## src/maa_pkg.sv

```systemverilog
// Register map, field layouts and timing constants of the monitor back end
package maa_pkg;

  // Register indices on the register port
  localparam logic [7:0] REG_CONFIG = 8'h00;
  localparam logic [7:0] REG_SHUNT = 8'h01;
  localparam logic [7:0] REG_BUS = 8'h02;
  localparam logic [7:0] REG_POWER = 8'h03;
  localparam logic [7:0] REG_CURRENT = 8'h04;
  localparam logic [7:0] REG_CAL = 8'h05;
  localparam logic [7:0] REG_MASK = 8'h06;
  localparam logic [7:0] REG_LIMIT = 8'h07;

  // Values after reset
  localparam logic [15:0] CONFIG_RST = 16'h0127;
  localparam logic [15:0] MASK_RST = 16'h0000;
  localparam logic [15:0] LIMIT_RST = 16'h0000;
  localparam logic [15:0] CAL_RST = 16'h0000;

  // Conversion timing
  localparam int unsigned CLK_NS = 50;
  localparam int unsigned CT_NS [8] = '{140_000, 204_000, 332_000, 588_000,
                                        1_100_000, 2_116_000, 4_156_000, 8_244_000};
  function automatic int unsigned ct_cyc(input int unsigned ns);
    return (ns + CLK_NS - 1) / CLK_NS;
  endfunction
  localparam int unsigned CT_CYC_DEF [8] = '{ct_cyc(CT_NS[0]), ct_cyc(CT_NS[1]),
                                             ct_cyc(CT_NS[2]), ct_cyc(CT_NS[3]),
                                             ct_cyc(CT_NS[4]), ct_cyc(CT_NS[5]),
                                             ct_cyc(CT_NS[6]), ct_cyc(CT_NS[7])};
  localparam int TMR_W = 18;

  // Averaging counts 1,4,16,64,128,256,512,1024 as shift amounts
  localparam logic [3:0] AVG_SHIFT [8] = '{4'h0, 4'h2, 4'h4, 4'h6, 4'h7, 4'h8, 4'h9, 4'ha};
  localparam int ACC_W = 26;
  localparam int CNT_W = 11;

  // Arithmetic scaling
  localparam int unsigned CAL_SHIFT = 11;
  localparam int unsigned POWER_LSB_RATIO = 25;
  localparam int unsigned BUS_LSB_UV = 1250;
  localparam int unsigned POWER_DIV = POWER_LSB_RATIO * 1_000_000 / BUS_LSB_UV;

  // Limit function enables, most significant first
  typedef struct packed {
    logic shunt_over_limit;
    logic shunt_under_limit;
    logic bus_over_limit;
    logic bus_under_limit;
    logic power_over_limit;
  } maa_fn_s;

  typedef struct packed {
    logic [3:0] rsv;
    logic [2:0] avg;
    logic [2:0] bus_ct;
    logic [2:0] sh_ct;
    logic [2:0] mode;
  } maa_cfg_s;

  typedef struct packed {
    maa_fn_s fn;
    logic ready_alert_enable;
    logic [4:0] rsv;
    logic limit_alert_flag;
    logic conversion_ready_flag;
    logic rsv2;
    logic alert_polarity;
    logic latch_enable;
  } maa_mask_s;

  typedef struct packed {
    logic wr;
    logic rd;
    logic [7:0] addr;
    logic [15:0] wdata;
  } maa_req_s;

endpackage

```

## src/maa_core.sv

```systemverilog
// Monitor back end: conversion sequencing, averaging, registers and alert pin
//
// Behaviour
// - Current from shunt, zero without calibration
// - Power from latest current and bus sample
// - Arithmetic never lengthens the conversion sequence
// - Averaging above one accumulates, outputs untouched
// - Shunt and bus samples accumulate too
// - After last sample load the averages of the channels the mode converts
// - Five limit checks share one limit value
// - Open-drain alert asserts on limit exceeded
// - Highest set enable bit wins
// - Ready and limit share alert; flags identify
// - Ready alert disabled: alert follows limit only
// - Shunt checks compare after every shunt conversion
// - Limit flag bit 4 set on exceed
// - Alert active level follows polarity bit 1
// - Latched flag clears on config write, mask read
// - Bus checks compare after every bus conversion
// - Power check compares after every bus conversion
// - Conversion times 140 us to 8.244 ms
// - Ready flag set at end, clears on mask read or on config write with mode bits 1:0 nonzero
// - Mode 111 converts shunt then bus forever
// - Current is shunt times calibration over 2048
// - Power LSB is 25 current LSBs
`timescale 1ns/1ps
module maa_core import maa_pkg::*; #(
  parameter int unsigned CONV_CYC [8] = CT_CYC_DEF
) (
  input wire logic sys_clk_i,
  input wire logic arst_n_i,
  input wire maa_req_s reg_req_i,
  output logic [15:0] reg_rdata_o,
  input wire logic [15:0] adc_shunt_i,
  input wire logic [15:0] adc_bus_i,
  output logic adc_run_o,
  output logic adc_sel_bus_o,
  output logic alert_o,
  output logic alert_oe_o
);

  typedef enum logic [1:0] {ST_IDLE, ST_SHUNT, ST_BUS} maa_state_e;

  maa_state_e state_r, state_nxt;
  logic [TMR_W-1:0] tmr_r, tmr_nxt;
  logic sh_ev_r, sh_ev_nxt, bus_ev_r, bus_ev_nxt;
  logic [15:0] sh_smp_r, sh_smp_nxt, bus_smp_r, bus_smp_nxt;
  logic [15:0] cur_smp_r, cur_smp_nxt, pwr_smp_r, pwr_smp_nxt;
  logic signed [ACC_W-1:0] acc_sh_r, acc_sh_nxt, acc_cur_r, acc_cur_nxt;
  logic [ACC_W-1:0] acc_bus_r, acc_bus_nxt, acc_pwr_r, acc_pwr_nxt;
  logic [15:0] sh_out_r, sh_out_nxt, bus_out_r, bus_out_nxt;
  logic [15:0] cur_out_r, cur_out_nxt, pwr_out_r, pwr_out_nxt;
  logic [CNT_W-1:0] avg_cnt_r, avg_cnt_nxt;
  maa_cfg_s cfg_r, cfg_nxt;
  maa_mask_s mask_r, mask_nxt;
  logic [15:0] cal_r, cal_nxt, limit_r, limit_nxt, rdata_r, rdata_nxt;

  logic cfg_wr, mask_rd, sh_hit, bus_hit, fin, end_ev, last, load_ev;
  logic cmp_ev, cmp_hit, alert_act, pin_high;
  logic [3:0] avg_sh;
  logic [15:0] cur_calc, pwr_calc, cur_mag;
  logic signed [32:0] cur_prod;
  logic [31:0] pwr_prod;

  assign cfg_wr = reg_req_i.wr && reg_req_i.addr == REG_CONFIG;
  assign mask_rd = reg_req_i.rd && reg_req_i.addr == REG_MASK;
  assign avg_sh = AVG_SHIFT[cfg_r.avg];
  assign last = avg_cnt_r == CNT_W'((CNT_W'(1) << avg_sh) - CNT_W'(1));
  assign fin = last && !cfg_r.mode[2];
  assign sh_hit = state_r == ST_SHUNT && tmr_r == TMR_W'(CONV_CYC[cfg_r.sh_ct] - 1);
  assign bus_hit = state_r == ST_BUS && tmr_r == TMR_W'(CONV_CYC[cfg_r.bus_ct] - 1);
  assign end_ev = cfg_r.mode[1] ? bus_ev_r : sh_ev_r;
  assign load_ev = end_ev && last && !cfg_wr;

  // Conversion sequencer
  always_comb begin
    state_nxt = state_r;
    tmr_nxt = tmr_r + TMR_W'(1);
    sh_ev_nxt = sh_hit;
    bus_ev_nxt = bus_hit;
    sh_smp_nxt = sh_hit ? adc_shunt_i : sh_smp_r;
    bus_smp_nxt = bus_hit ? adc_bus_i : bus_smp_r;
    unique case (state_r)
      ST_IDLE: tmr_nxt = '0;
      ST_SHUNT: begin
        if (sh_hit) begin
          tmr_nxt = '0;
          if (cfg_r.mode[1]) begin
            state_nxt = ST_BUS;
          end else if (fin) begin
            state_nxt = ST_IDLE;
          end
        end
      end
      ST_BUS: begin
        if (bus_hit) begin
          tmr_nxt = '0;
          if (fin) begin
            state_nxt = ST_IDLE;
          end else if (cfg_r.mode[0]) begin
            state_nxt = ST_SHUNT;
          end
        end
      end
    endcase
    if (cfg_wr) begin
      tmr_nxt = '0;
      sh_ev_nxt = 1'b0;
      bus_ev_nxt = 1'b0;
      if (reg_req_i.wdata[0]) begin
        state_nxt = ST_SHUNT;
      end else if (reg_req_i.wdata[1]) begin
        state_nxt = ST_BUS;
      end else begin
        state_nxt = ST_IDLE;
      end
    end
  end

  always_ff @(posedge sys_clk_i or negedge arst_n_i) begin
    if (!arst_n_i) begin
      state_r <= ST_SHUNT;
      tmr_r <= '0;
      sh_ev_r <= 1'b0;
      bus_ev_r <= 1'b0;
      sh_smp_r <= '0;
      bus_smp_r <= '0;
    end else begin
      state_r <= state_nxt;
      tmr_r <= tmr_nxt;
      sh_ev_r <= sh_ev_nxt;
      bus_ev_r <= bus_ev_nxt;
      sh_smp_r <= sh_smp_nxt;
      bus_smp_r <= bus_smp_nxt;
    end
  end

  assign adc_run_o = state_r != ST_IDLE;
  assign adc_sel_bus_o = state_r == ST_BUS;

  // Background arithmetic, one cycle after each sample
  assign cur_prod = 33'($signed(sh_smp_r)) * 33'($signed({1'b0, cal_r}));
  assign cur_calc = 16'(cur_prod >>> CAL_SHIFT);
  assign cur_mag = cur_smp_r[15] ? 16'(-cur_smp_r) : cur_smp_r;
  assign pwr_prod = 32'(cur_mag) * 32'(bus_smp_r);
  assign pwr_calc = 16'(pwr_prod / 32'(POWER_DIV));

  always_comb begin
    cur_smp_nxt = sh_ev_r ? cur_calc : cur_smp_r;
    pwr_smp_nxt = bus_ev_r ? pwr_calc : pwr_smp_r;
    acc_sh_nxt = acc_sh_r + (sh_ev_r ? ACC_W'($signed(sh_smp_r)) : '0);
    acc_cur_nxt = acc_cur_r + (sh_ev_r ? ACC_W'($signed(cur_calc)) : '0);
    acc_bus_nxt = acc_bus_r + (bus_ev_r ? ACC_W'(bus_smp_r) : '0);
    acc_pwr_nxt = acc_pwr_r + (bus_ev_r ? ACC_W'(pwr_calc) : '0);
    avg_cnt_nxt = end_ev ? avg_cnt_r + CNT_W'(1) : avg_cnt_r;
    sh_out_nxt = sh_out_r;
    cur_out_nxt = cur_out_r;
    bus_out_nxt = bus_out_r;
    pwr_out_nxt = pwr_out_r;
    if (load_ev) begin
      if (cfg_r.mode[0]) begin
        sh_out_nxt = 16'(acc_sh_nxt >>> avg_sh);
        cur_out_nxt = 16'(acc_cur_nxt >>> avg_sh);
      end
      if (cfg_r.mode[1]) begin
        bus_out_nxt = 16'(acc_bus_nxt >> avg_sh);
        pwr_out_nxt = 16'(acc_pwr_nxt >> avg_sh);
      end
    end
    if (load_ev || cfg_wr) begin
      acc_sh_nxt = '0;
      acc_cur_nxt = '0;
      acc_bus_nxt = '0;
      acc_pwr_nxt = '0;
      avg_cnt_nxt = '0;
    end
  end

  always_ff @(posedge sys_clk_i or negedge arst_n_i) begin
    if (!arst_n_i) begin
      cur_smp_r <= '0;
      pwr_smp_r <= '0;
      acc_sh_r <= '0;
      acc_cur_r <= '0;
      acc_bus_r <= '0;
      acc_pwr_r <= '0;
      avg_cnt_r <= '0;
      sh_out_r <= '0;
      cur_out_r <= '0;
      bus_out_r <= '0;
      pwr_out_r <= '0;
    end else begin
      cur_smp_r <= cur_smp_nxt;
      pwr_smp_r <= pwr_smp_nxt;
      acc_sh_r <= acc_sh_nxt;
      acc_cur_r <= acc_cur_nxt;
      acc_bus_r <= acc_bus_nxt;
      acc_pwr_r <= acc_pwr_nxt;
      avg_cnt_r <= avg_cnt_nxt;
      sh_out_r <= sh_out_nxt;
      cur_out_r <= cur_out_nxt;
      bus_out_r <= bus_out_nxt;
      pwr_out_r <= pwr_out_nxt;
    end
  end

  // Limit comparison on the selected function
  always_comb begin
    cmp_ev = 1'b0;
    cmp_hit = 1'b0;
    unique casez (mask_r.fn)
      5'b1????: begin
        cmp_ev = sh_ev_r;
        cmp_hit = $signed(sh_smp_r) > $signed(limit_r);
      end
      5'b01???: begin
        cmp_ev = sh_ev_r;
        cmp_hit = $signed(sh_smp_r) < $signed(limit_r);
      end
      5'b001??: begin
        cmp_ev = bus_ev_r;
        cmp_hit = bus_smp_r > limit_r;
      end
      5'b0001?: begin
        cmp_ev = bus_ev_r;
        cmp_hit = bus_smp_r < limit_r;
      end
      5'b00001: begin
        cmp_ev = bus_ev_r;
        cmp_hit = pwr_calc > limit_r;
      end
      default: ;
    endcase
  end

  // Registers and flags
  always_comb begin
    cfg_nxt = cfg_r;
    cal_nxt = cal_r;
    limit_nxt = limit_r;
    mask_nxt = mask_r;
    rdata_nxt = rdata_r;
    if (reg_req_i.wr) begin
      unique case (reg_req_i.addr)
        REG_CONFIG: cfg_nxt = maa_cfg_s'(reg_req_i.wdata);
        REG_CAL: cal_nxt = reg_req_i.wdata;
        REG_LIMIT: limit_nxt = reg_req_i.wdata;
        REG_MASK: begin
          mask_nxt.fn = maa_fn_s'(reg_req_i.wdata[15:11]);
          mask_nxt.ready_alert_enable = reg_req_i.wdata[10];
          mask_nxt.alert_polarity = reg_req_i.wdata[1];
          mask_nxt.latch_enable = reg_req_i.wdata[0];
        end
        default: ;
      endcase
    end
    if (reg_req_i.rd) begin
      unique case (reg_req_i.addr)
        REG_CONFIG: rdata_nxt = cfg_r;
        REG_SHUNT: rdata_nxt = sh_out_r;
        REG_BUS: rdata_nxt = bus_out_r;
        REG_POWER: rdata_nxt = pwr_out_r;
        REG_CURRENT: rdata_nxt = cur_out_r;
        REG_CAL: rdata_nxt = cal_r;
        REG_MASK: rdata_nxt = mask_r;
        REG_LIMIT: rdata_nxt = limit_r;
        default: rdata_nxt = '0;
      endcase
    end
    if (mask_r.latch_enable && (cfg_wr || mask_rd)) begin
      mask_nxt.limit_alert_flag = 1'b0;
    end
    if (cmp_ev) begin
      if (cmp_hit) begin
        mask_nxt.limit_alert_flag = 1'b1;
      end else if (!mask_r.latch_enable) begin
        mask_nxt.limit_alert_flag = 1'b0;
      end
    end
    if (mask_rd || (cfg_wr && reg_req_i.wdata[1:0] != 2'b00)) begin
      mask_nxt.conversion_ready_flag = 1'b0;
    end
    if (load_ev) begin
      mask_nxt.conversion_ready_flag = 1'b1;
    end
  end

  always_ff @(posedge sys_clk_i or negedge arst_n_i) begin
    if (!arst_n_i) begin
      cfg_r <= maa_cfg_s'(CONFIG_RST);
      cal_r <= CAL_RST;
      limit_r <= LIMIT_RST;
      mask_r <= maa_mask_s'(MASK_RST);
      rdata_r <= '0;
    end else begin
      cfg_r <= cfg_nxt;
      cal_r <= cal_nxt;
      limit_r <= limit_nxt;
      mask_r <= mask_nxt;
      rdata_r <= rdata_nxt;
    end
  end

  assign reg_rdata_o = rdata_r;
  // Open drain: only ever pulls low
  assign alert_act = mask_r.limit_alert_flag
                   || (mask_r.ready_alert_enable && mask_r.conversion_ready_flag);
  assign pin_high = alert_act ? mask_r.alert_polarity : !mask_r.alert_polarity;
  assign alert_o = 1'b0;
  assign alert_oe_o = !pin_high;
endmodule

```

## config.mk

```make
export PLATFORM = sky130hd
export DESIGN_NAME = maa_core
export DESIGN_NICKNAME = d
export VERILOG_FILES = /design/src/maa_pkg.sv /design/src/maa_core.sv
export SDC_FILE = /design/constraint.sdc
export NUM_CORES = 2
export LEC_CHECK = 0
export BUFFER_PORTS_ARGS = -buffer_cell sky130_fd_sc_hd__buf_2
export CAP_MARGIN = 25
export CORE_AREA = 5 5 323 325
export DETAILED_ROUTE_END_ITERATION = 8
export DIE_AREA = 0 0 328 330
export PLACE_DENSITY = 0.71
export SYNTH_ARGS = -nofsm -noshare
export SYNTH_HDL_FRONTEND = slang
export SYNTH_SLANG_ARGS = --single-unit
```

## constraint.sdc

```tcl
create_clock -name sys_clk_i -period 74.8 [get_ports sys_clk_i]
set_input_delay 14.96 -clock sys_clk_i [delete_from_list [all_inputs] [get_ports sys_clk_i]]
set_output_delay 14.96 -clock sys_clk_i [all_outputs]
set_load 0.005 [all_outputs]
```

# After elaboration in Yosys (flattened, before gate mapping)
# Memory sizes are Yosys's and may differ from the RTL's.
# Cells that the tools add are included.
# classes
shifts	5
order_cmp	8
n_eq_ne	20
n_mux	44
addsub	10
div	1
multipliers	2
reduce_logical	34
bitwise_logic	3
# ops
op	n
$mux 26	6
$pmux 16 s8	1
$mux 18	7
$pmux 18 s3	1
$add 26x16->26	2
$add 26x26->26	2
$shr 26x4->16	2
$sshr 26x4->16	2
$gt 16x16->1	3
$mux 16	3
$eq 18x18->1	2
$sub 18x1->18 const B	2
$div 32x15->32 const B	1
$eq 8x3->1 const B	4
$lt 16x16->1	2
$mul 16x16->32	1
$mul 16x17->27	1
$mux 11	2
$add 18x1->18 const B	1
$mux 2	9
$eq 8x2->1 const B	2
$neg 16->16	1
$ge 4x4->1 const B	3
$not 3->4	3
other kinds (30)	64
# totals
mem_count	3
ram_bits	0
reg_bits	323
mem_bits_ro	544
latchBits	0
# memory_table
memory	depth	width	rd	rd_clocked_by_memory_dff	write_ports	line	source
(name not given)	8	32	1	0	0	maa_core.sv:71	assign bus_hit = state_r == ST_BUS && tmr_r == TMR_W'(CONV_CYC[cfg_r.bus_ct] - 1);
(name not given)	8	32	1	0	0	maa_core.sv:70	assign sh_hit = state_r == ST_SHUNT && tmr_r == TMR_W'(CONV_CYC[cfg_r.sh_ct] - 1);
(name not given)	8	4	1	0	0	maa_core.sv:67	assign avg_sh = AVG_SHIFT[cfg_r.avg];

# Logic depth before layout (Yosys ltp)
# depth
ltp_word	13
depth_mapped	129
mapped_depth_nobuf	116

# Least setup slack after synthesis
# No wires, ideal clock.
# synth_timing
kind	flip-flop to flip-flop
start	register cur_smp_r[2]
end	register pwr_out_r[14]
required_time_ps	74717
period_less_slack_ps	26662
path_buffers	12
path_slack_ps	48138
setup_time_ps	83
stages_incl_launch_ff	121
arrival_ps	26580
cell_sequence	dfrtp_1 nor3_1 nand3_1 nor3_1 nand2b_1 o31ai_1 xnor2_1 clkbuf_1 nand2_1 fa_1 inv_1 fa_1 inv_1 fa_1 inv_1 fa_1 fa_1 inv_1 [85 not listed] o21bai_1 a21oi_1 o21bai_1 a21oi_1 o21bai_1 a21oi_1 o21bai_1 a21o_1 a21o_1 nand2_1 clkbuf_1 nor3_1 o22ai_1 a21oi_1 a21oi_1 o22ai_1 a21oi_1 o21ai_0
# synth_via
elab_chain_cells	7
# synth_lines
element	line	source
start: declaration	maa_core.sv:48	logic [15:0] cur_smp_r, cur_smp_nxt, pwr_smp_r, pwr_smp_nxt;
start signal: assignment	maa_core.sv:193	cur_smp_r <= cur_smp_nxt;
$neg 16->16	maa_core.sv:144	assign cur_mag = cur_smp_r[15] ? 16'(-cur_smp_r) : cur_smp_r;
$mux 16 (*)	maa_core.sv:144	
$mul 16x16->32 (*)	maa_core.sv:145	assign pwr_prod = 32'(cur_mag) * 32'(bus_smp_r);
$div 32x15->32 (*)	maa_core.sv:146	assign pwr_calc = 16'(pwr_prod / 32'(POWER_DIV));
$mux 16 (*)	maa_core.sv:154	acc_pwr_nxt = acc_pwr_r + (bus_ev_r ? ACC_W'(pwr_calc) : '0);
$add 26x16->26 (*)	maa_core.sv:154	
$shr 26x4->16 (*)	maa_core.sv:167	pwr_out_nxt = 16'(acc_pwr_nxt >> avg_sh);
end signal: assignment	maa_core.sv:203	pwr_out_r <= pwr_out_nxt;
end: declaration	maa_core.sv:52	logic [15:0] cur_out_r, cur_out_nxt, pwr_out_r, pwr_out_nxt;
# Mark *: on every way between the ends. The rest lies on a longest branch, timed or not.
# A chain may end at the register's enable or synchronous reset.

# Worst setup path in the final report
# layout_timing
start	register cur_smp_r[0]
end	register pwr_out_r[10]
# The elaborated chain is that of the path after synthesis.

==> out/metrics.sh <==
ANTENNA_VIOLATIONS_BEFORE_REPAIR=5
DIEWIDTH_UM=328
ROWS=117
FIN_WS_NS=42.29
POST_CTS_HOLD_BUFFER_COUNT=0
GRT_FIRST_PASS_WIRELENGTH_MM=216
CRITPATHARRIVALTIME_NS=32.96
DRC_ERRORS=0
WORST_PATH_MAX_DELAY_CELL='sky130_fd_sc_hd__o211ai_1'
FINALCLOCKSKEW_NS=0.0376
MAXCAPVIOLCOUNT=0
HOLD_VIOLATIONS=0
HIGHEST_NET_FANOUT_ALONG_THE_WORST_PATH=17
PRE_CTS_WS_NS=42.91
PWR_DENSITY_CELL_mW_PER_MM2=10.3
NNETSFINAL=6074
POST-SYNTH-TOP-AREA-FRACTION_PCT=17.6
AREA_GROWTH_SYN_TO_LAYOUT_PCT=6.68
SYNTH_CELL_TYPE_COUNT=144
PATH_COMMON_CELL='sky130_fd_sc_hd__a21oi_1'
CTS_BUFFER_DEPTH=3
OUTCOME='completed'
INITIALDRTVIOLATIONCOUNT=3816
YS.FLOP_TYPE='sky130_fd_sc_hd__dfrtp_1'
POWER.LEAKAGE_uW=0.0226
TOTAL_VIA_COUNT_IN_THE_ROUTED_DESIGN=39473
ROUTE.FINAL.WIRE_LENGTH_MM=135
MAX_FREQ_GHz=0.0308
BOUNDARY_PIN_COUNT=80
TIMING.FINAL.MAX_SLEW_VIOLATIONS=0
GRT_START_MAX_NET_PINS=87
FINAL_ANTENNA_NET_COUNT=0
CHIPHEIGHT_UM=330
DETAILED_ROUTE_VIAS_PER_INSTANCE=5.89
TIGHTESTPINTRANSITION_NS=1.17
DIE_AREA_MM2=0.108
YOSYSSEQAREASHARE_PCT=18.0
CTS.SINK_COUNT=323
YOSYS.CELL_COUNT.TOP_TYPE='sky130_fd_sc_hd__nand2_1'
FINALCRITPERIODSHARE_PCT=43.5
POST-DP-HPWL_MM=104
TOTALNEGATIVESETUPSLACK_NS=0
ENDPOINT_KIND='flip-flop'
SYN_AVG_CELL_AREA_UM2=8.35
CTS_HTREE_LEVELS=2
PORT-BUFFER-COUNT=78
GLOBAL_ROUTE.USAGE.TOTAL_PCT=24.7
SETUP.WORST_PATH.START_CLASS='flip-flop'
DRT_FIRST_PASS_ITERS=6
CLOCK-ROOT-BUFFER='sky130_fd_sc_hd__clkbuf_16'
SYNTH-ASYNC-RESET-RATIO_PCT=100
GRT_OVERFLOW_TOTAL=0
UNREPAIRED_SETUP_ENDPOINTS_AFTER_GLOBAL_ROUTING='false'
SYNTH-SEQ-CELLS=323
VDD_DROP_MAX_uV=17.6
POSTCTSRESIZEDCELLS=0
NETLIST.TOP_CELL.BY_AREA='sky130_fd_sc_hd__dfrtp_1'
SKEW_PAIR_LATE_INSERTION_DELAY_NS=0.61
SYNTH_COMMON_CELLS='659 x sky130_fd_sc_hd__nand2_1, 550 x sky130_fd_sc_hd__inv_1, 436 x sky130_fd_sc_hd__nor2_1, 384 x sky130_fd_sc_hd__fa_1, 328 x sky130_fd_sc_hd__ha_1'
GRT_PASS1_VIAS=38732
SHARE_OF_POST_ROUTE_CELLS_WITH_DRIVE_STRENGTH_ABOVE_1_PCT=8.57
TRITONCTS='yes'
CORE_MM2=0.101
WIRE_PER_INST_UM=20.2
SYN-CELL-AREA_MM2=0.0450
FILL_CELLS=9676
TRITONCTS.NUM_BUFFERS=40
FINAL-SETUP-VIOL-COUNT=0
TIMING.MAX_SLEW.REL_SLACK_PCT=21.4
GP_CONGESTION=0.969
SYNTHESIS.YOSYS.WARNINGS=0
SYNTHTOPCELLSBYAREA='sky130_fd_sc_hd__dfrtp_1 18%, sky130_fd_sc_hd__fa_1 17%, sky130_fd_sc_hd__ha_1 9.1%'
CP_SLOWEST_STAGE_DELAY_NS=0.89
SYNTH-EDFF-COUNT=0
INITIAL_CORE_UTIL_PCT=44.4
SYNTH_CELLS=5384
WORST-SETUP-PATH-TYPE='reg -> reg'
CLKSLEWWORSTSETUPHOLDPATHS_NS=0.06
WORST-ENDPOINT-REQUIRED_NS=75.24
FINALCRITICALPERIOD_NS=32.51
POST-CTS-SETUP-BUFFERS=0
MIN-DELAY-PATH-CLASS='reg -> reg'
SYN-NUM-NETS=6156
[per-stage QoR]
| stage | utilization [%] | cells | hold WS (ns) | cell area (um2) | power [uW] |
|---|---|---|---|---|---|
| finish | 47.4 | 6702 | 0.479 | 48000 | 495 |
| global placement | 45.9 | 6626 | 0.460 | 46500 | 273 |
| detailed placement | 45.9 | 6627 | 0.463 | 46500 | 275 |
| global route | 47.4 | 6701 | 0.493 | 48000 | 512 |
| floorplan | - | 5384 | 0.444 | 45000 | 242 |
| CTS | 47.4 | 6700 | 0.478 | 47900 | 496 |
[per-layer routing]
metal | share of wire, % | track usage (%)
met3 | 8.0 | 3.86
met1 | 43 | 33.9
met5 | 0.0096 | 0
met2 | 45 | 40.2
met4 | 3.8 | 8.07
[worst paths after layout]
check	from	to	slack, ns	depth (start not counted)
max	cur_smp_r[0]	pwr_out_r[10]	42.29	111
min	cfg_r[13]	cfg_r[13]	0.48	2
max reg2reg	cur_smp_r[0]	pwr_out_r[10]	42.29	111
min reg2reg	cfg_r[13]	cfg_r[13]	0.48	2
max in group asynchronous	arst_n_i	cur_smp_r[4]	58.25	3
min in group asynchronous	arst_n_i	tmr_r[2]	14.31	1
[power by group]
group	total, uW	internal (uW)	switching, uW
sequential	189	181	7.62
clock	222	131	90.3
combinational	84.2	28.7	55.5
[sequential cells by signal (all words and copies together), names as in the netlist, 16 cells and up]
| name | count |
|---|---|
| limit_r | 16 |
| acc_cur_r | 26 |
| sh_out_r | 16 |
| cal_r | 16 |
| acc_pwr_r | 26 |
| cur_out_r | 16 |
| bus_out_r | 16 |
| cfg_r | 16 |
| bus_smp_r | 16 |
| tmr_r | 18 |
| acc_bus_r | 26 |
| sh_smp_r | 16 |
| acc_sh_r | 26 |
| pwr_out_r | 16 |
| reg_rdata_o | 16 |
| cur_smp_r | 16 |
[placed cells by master, fill, tap and decap left out, types with 11 or more instances in the layout]
cell type and instances:
sky130_fd_sc_hd__nand2_1 655, sky130_fd_sc_hd__inv_1 550, sky130_fd_sc_hd__nor2_1 435, sky130_fd_sc_hd__fa_1 384
sky130_fd_sc_hd__ha_1 328, sky130_fd_sc_hd__dfrtp_1 317, sky130_fd_sc_hd__a21oi_1 316, sky130_fd_sc_hd__and2_1 293
sky130_fd_sc_hd__o21ai_0 221, sky130_fd_sc_hd__xnor2_1 196, sky130_fd_sc_hd__mux2_2 91, sky130_fd_sc_hd__nor3_1 87
sky130_fd_sc_hd__xor2_1 83, sky130_fd_sc_hd__buf_2 77, sky130_fd_sc_hd__nand3_1 75, sky130_fd_sc_hd__o21bai_1 74
sky130_fd_sc_hd__buf_4 69, sky130_fd_sc_hd__nor2b_1 66, sky130_fd_sc_hd__mux2i_1 63, sky130_fd_sc_hd__o211ai_1 55
sky130_fd_sc_hd__a31oi_1 49, sky130_fd_sc_hd__a21o_1 46, sky130_fd_sc_hd__a221oi_1 41, sky130_fd_sc_hd__clkbuf_16 40
sky130_fd_sc_hd__nand4_1 38, sky130_fd_sc_hd__a211oi_1 36, sky130_fd_sc_hd__or3_1 34, sky130_fd_sc_hd__nand2b_1 33
sky130_fd_sc_hd__o22ai_1 27, sky130_fd_sc_hd__and3_1 26, sky130_fd_sc_hd__a22o_1 26, sky130_fd_sc_hd__o21ai_1 23
sky130_fd_sc_hd__o21a_1 22, sky130_fd_sc_hd__o221ai_1 21, sky130_fd_sc_hd__nor4_1 15, sky130_fd_sc_hd__o31ai_1 15
sky130_fd_sc_hd__a211o_1 14, sky130_fd_sc_hd__o2111ai_1 12, sky130_fd_sc_hd__or4_1 11
[layout make-up]
cell class,instances,area (um2),area share [%]
Antenna cell,1,2.50,0.00522
Clock buffer,52,1120,2.33
Clock inverter,21,358,0.746
Inverter,555,2080,4.34
Multi-Input combinational cell,4235,33700,70.2
Sequential cell,323,8090,16.9
Tap cell,1368,1710,3.57
Timing Repair Buffer,147,918,1.92
[cell families after synthesis]
group / Yosys count / synth area share, %
adders and majority gates: 716 / 26.3
AOI/OAI and AO/OA: 1217 / 18.9
other: 2 / 0.0167
DFF: 323 / 18.0
xor gates and xnor gates: 284 / 5.62
muxes: 168 / 4.31
and+or+nand+nor: 1848 / 19.5
buffers and inverters: 826 / 7.28
[worst max-delay path, delay by kind of cell (launching register included)]
family          cells  cell delay, ns
compound gates     62           16.77
buf+inv            10            0.96
fa+ha+maj          10            4.37
flops               1            0.79
mux                 3            1.21
xor+xnor            6            2.51
simple gates       20            5.70
(Power assumes the default switching activity.)
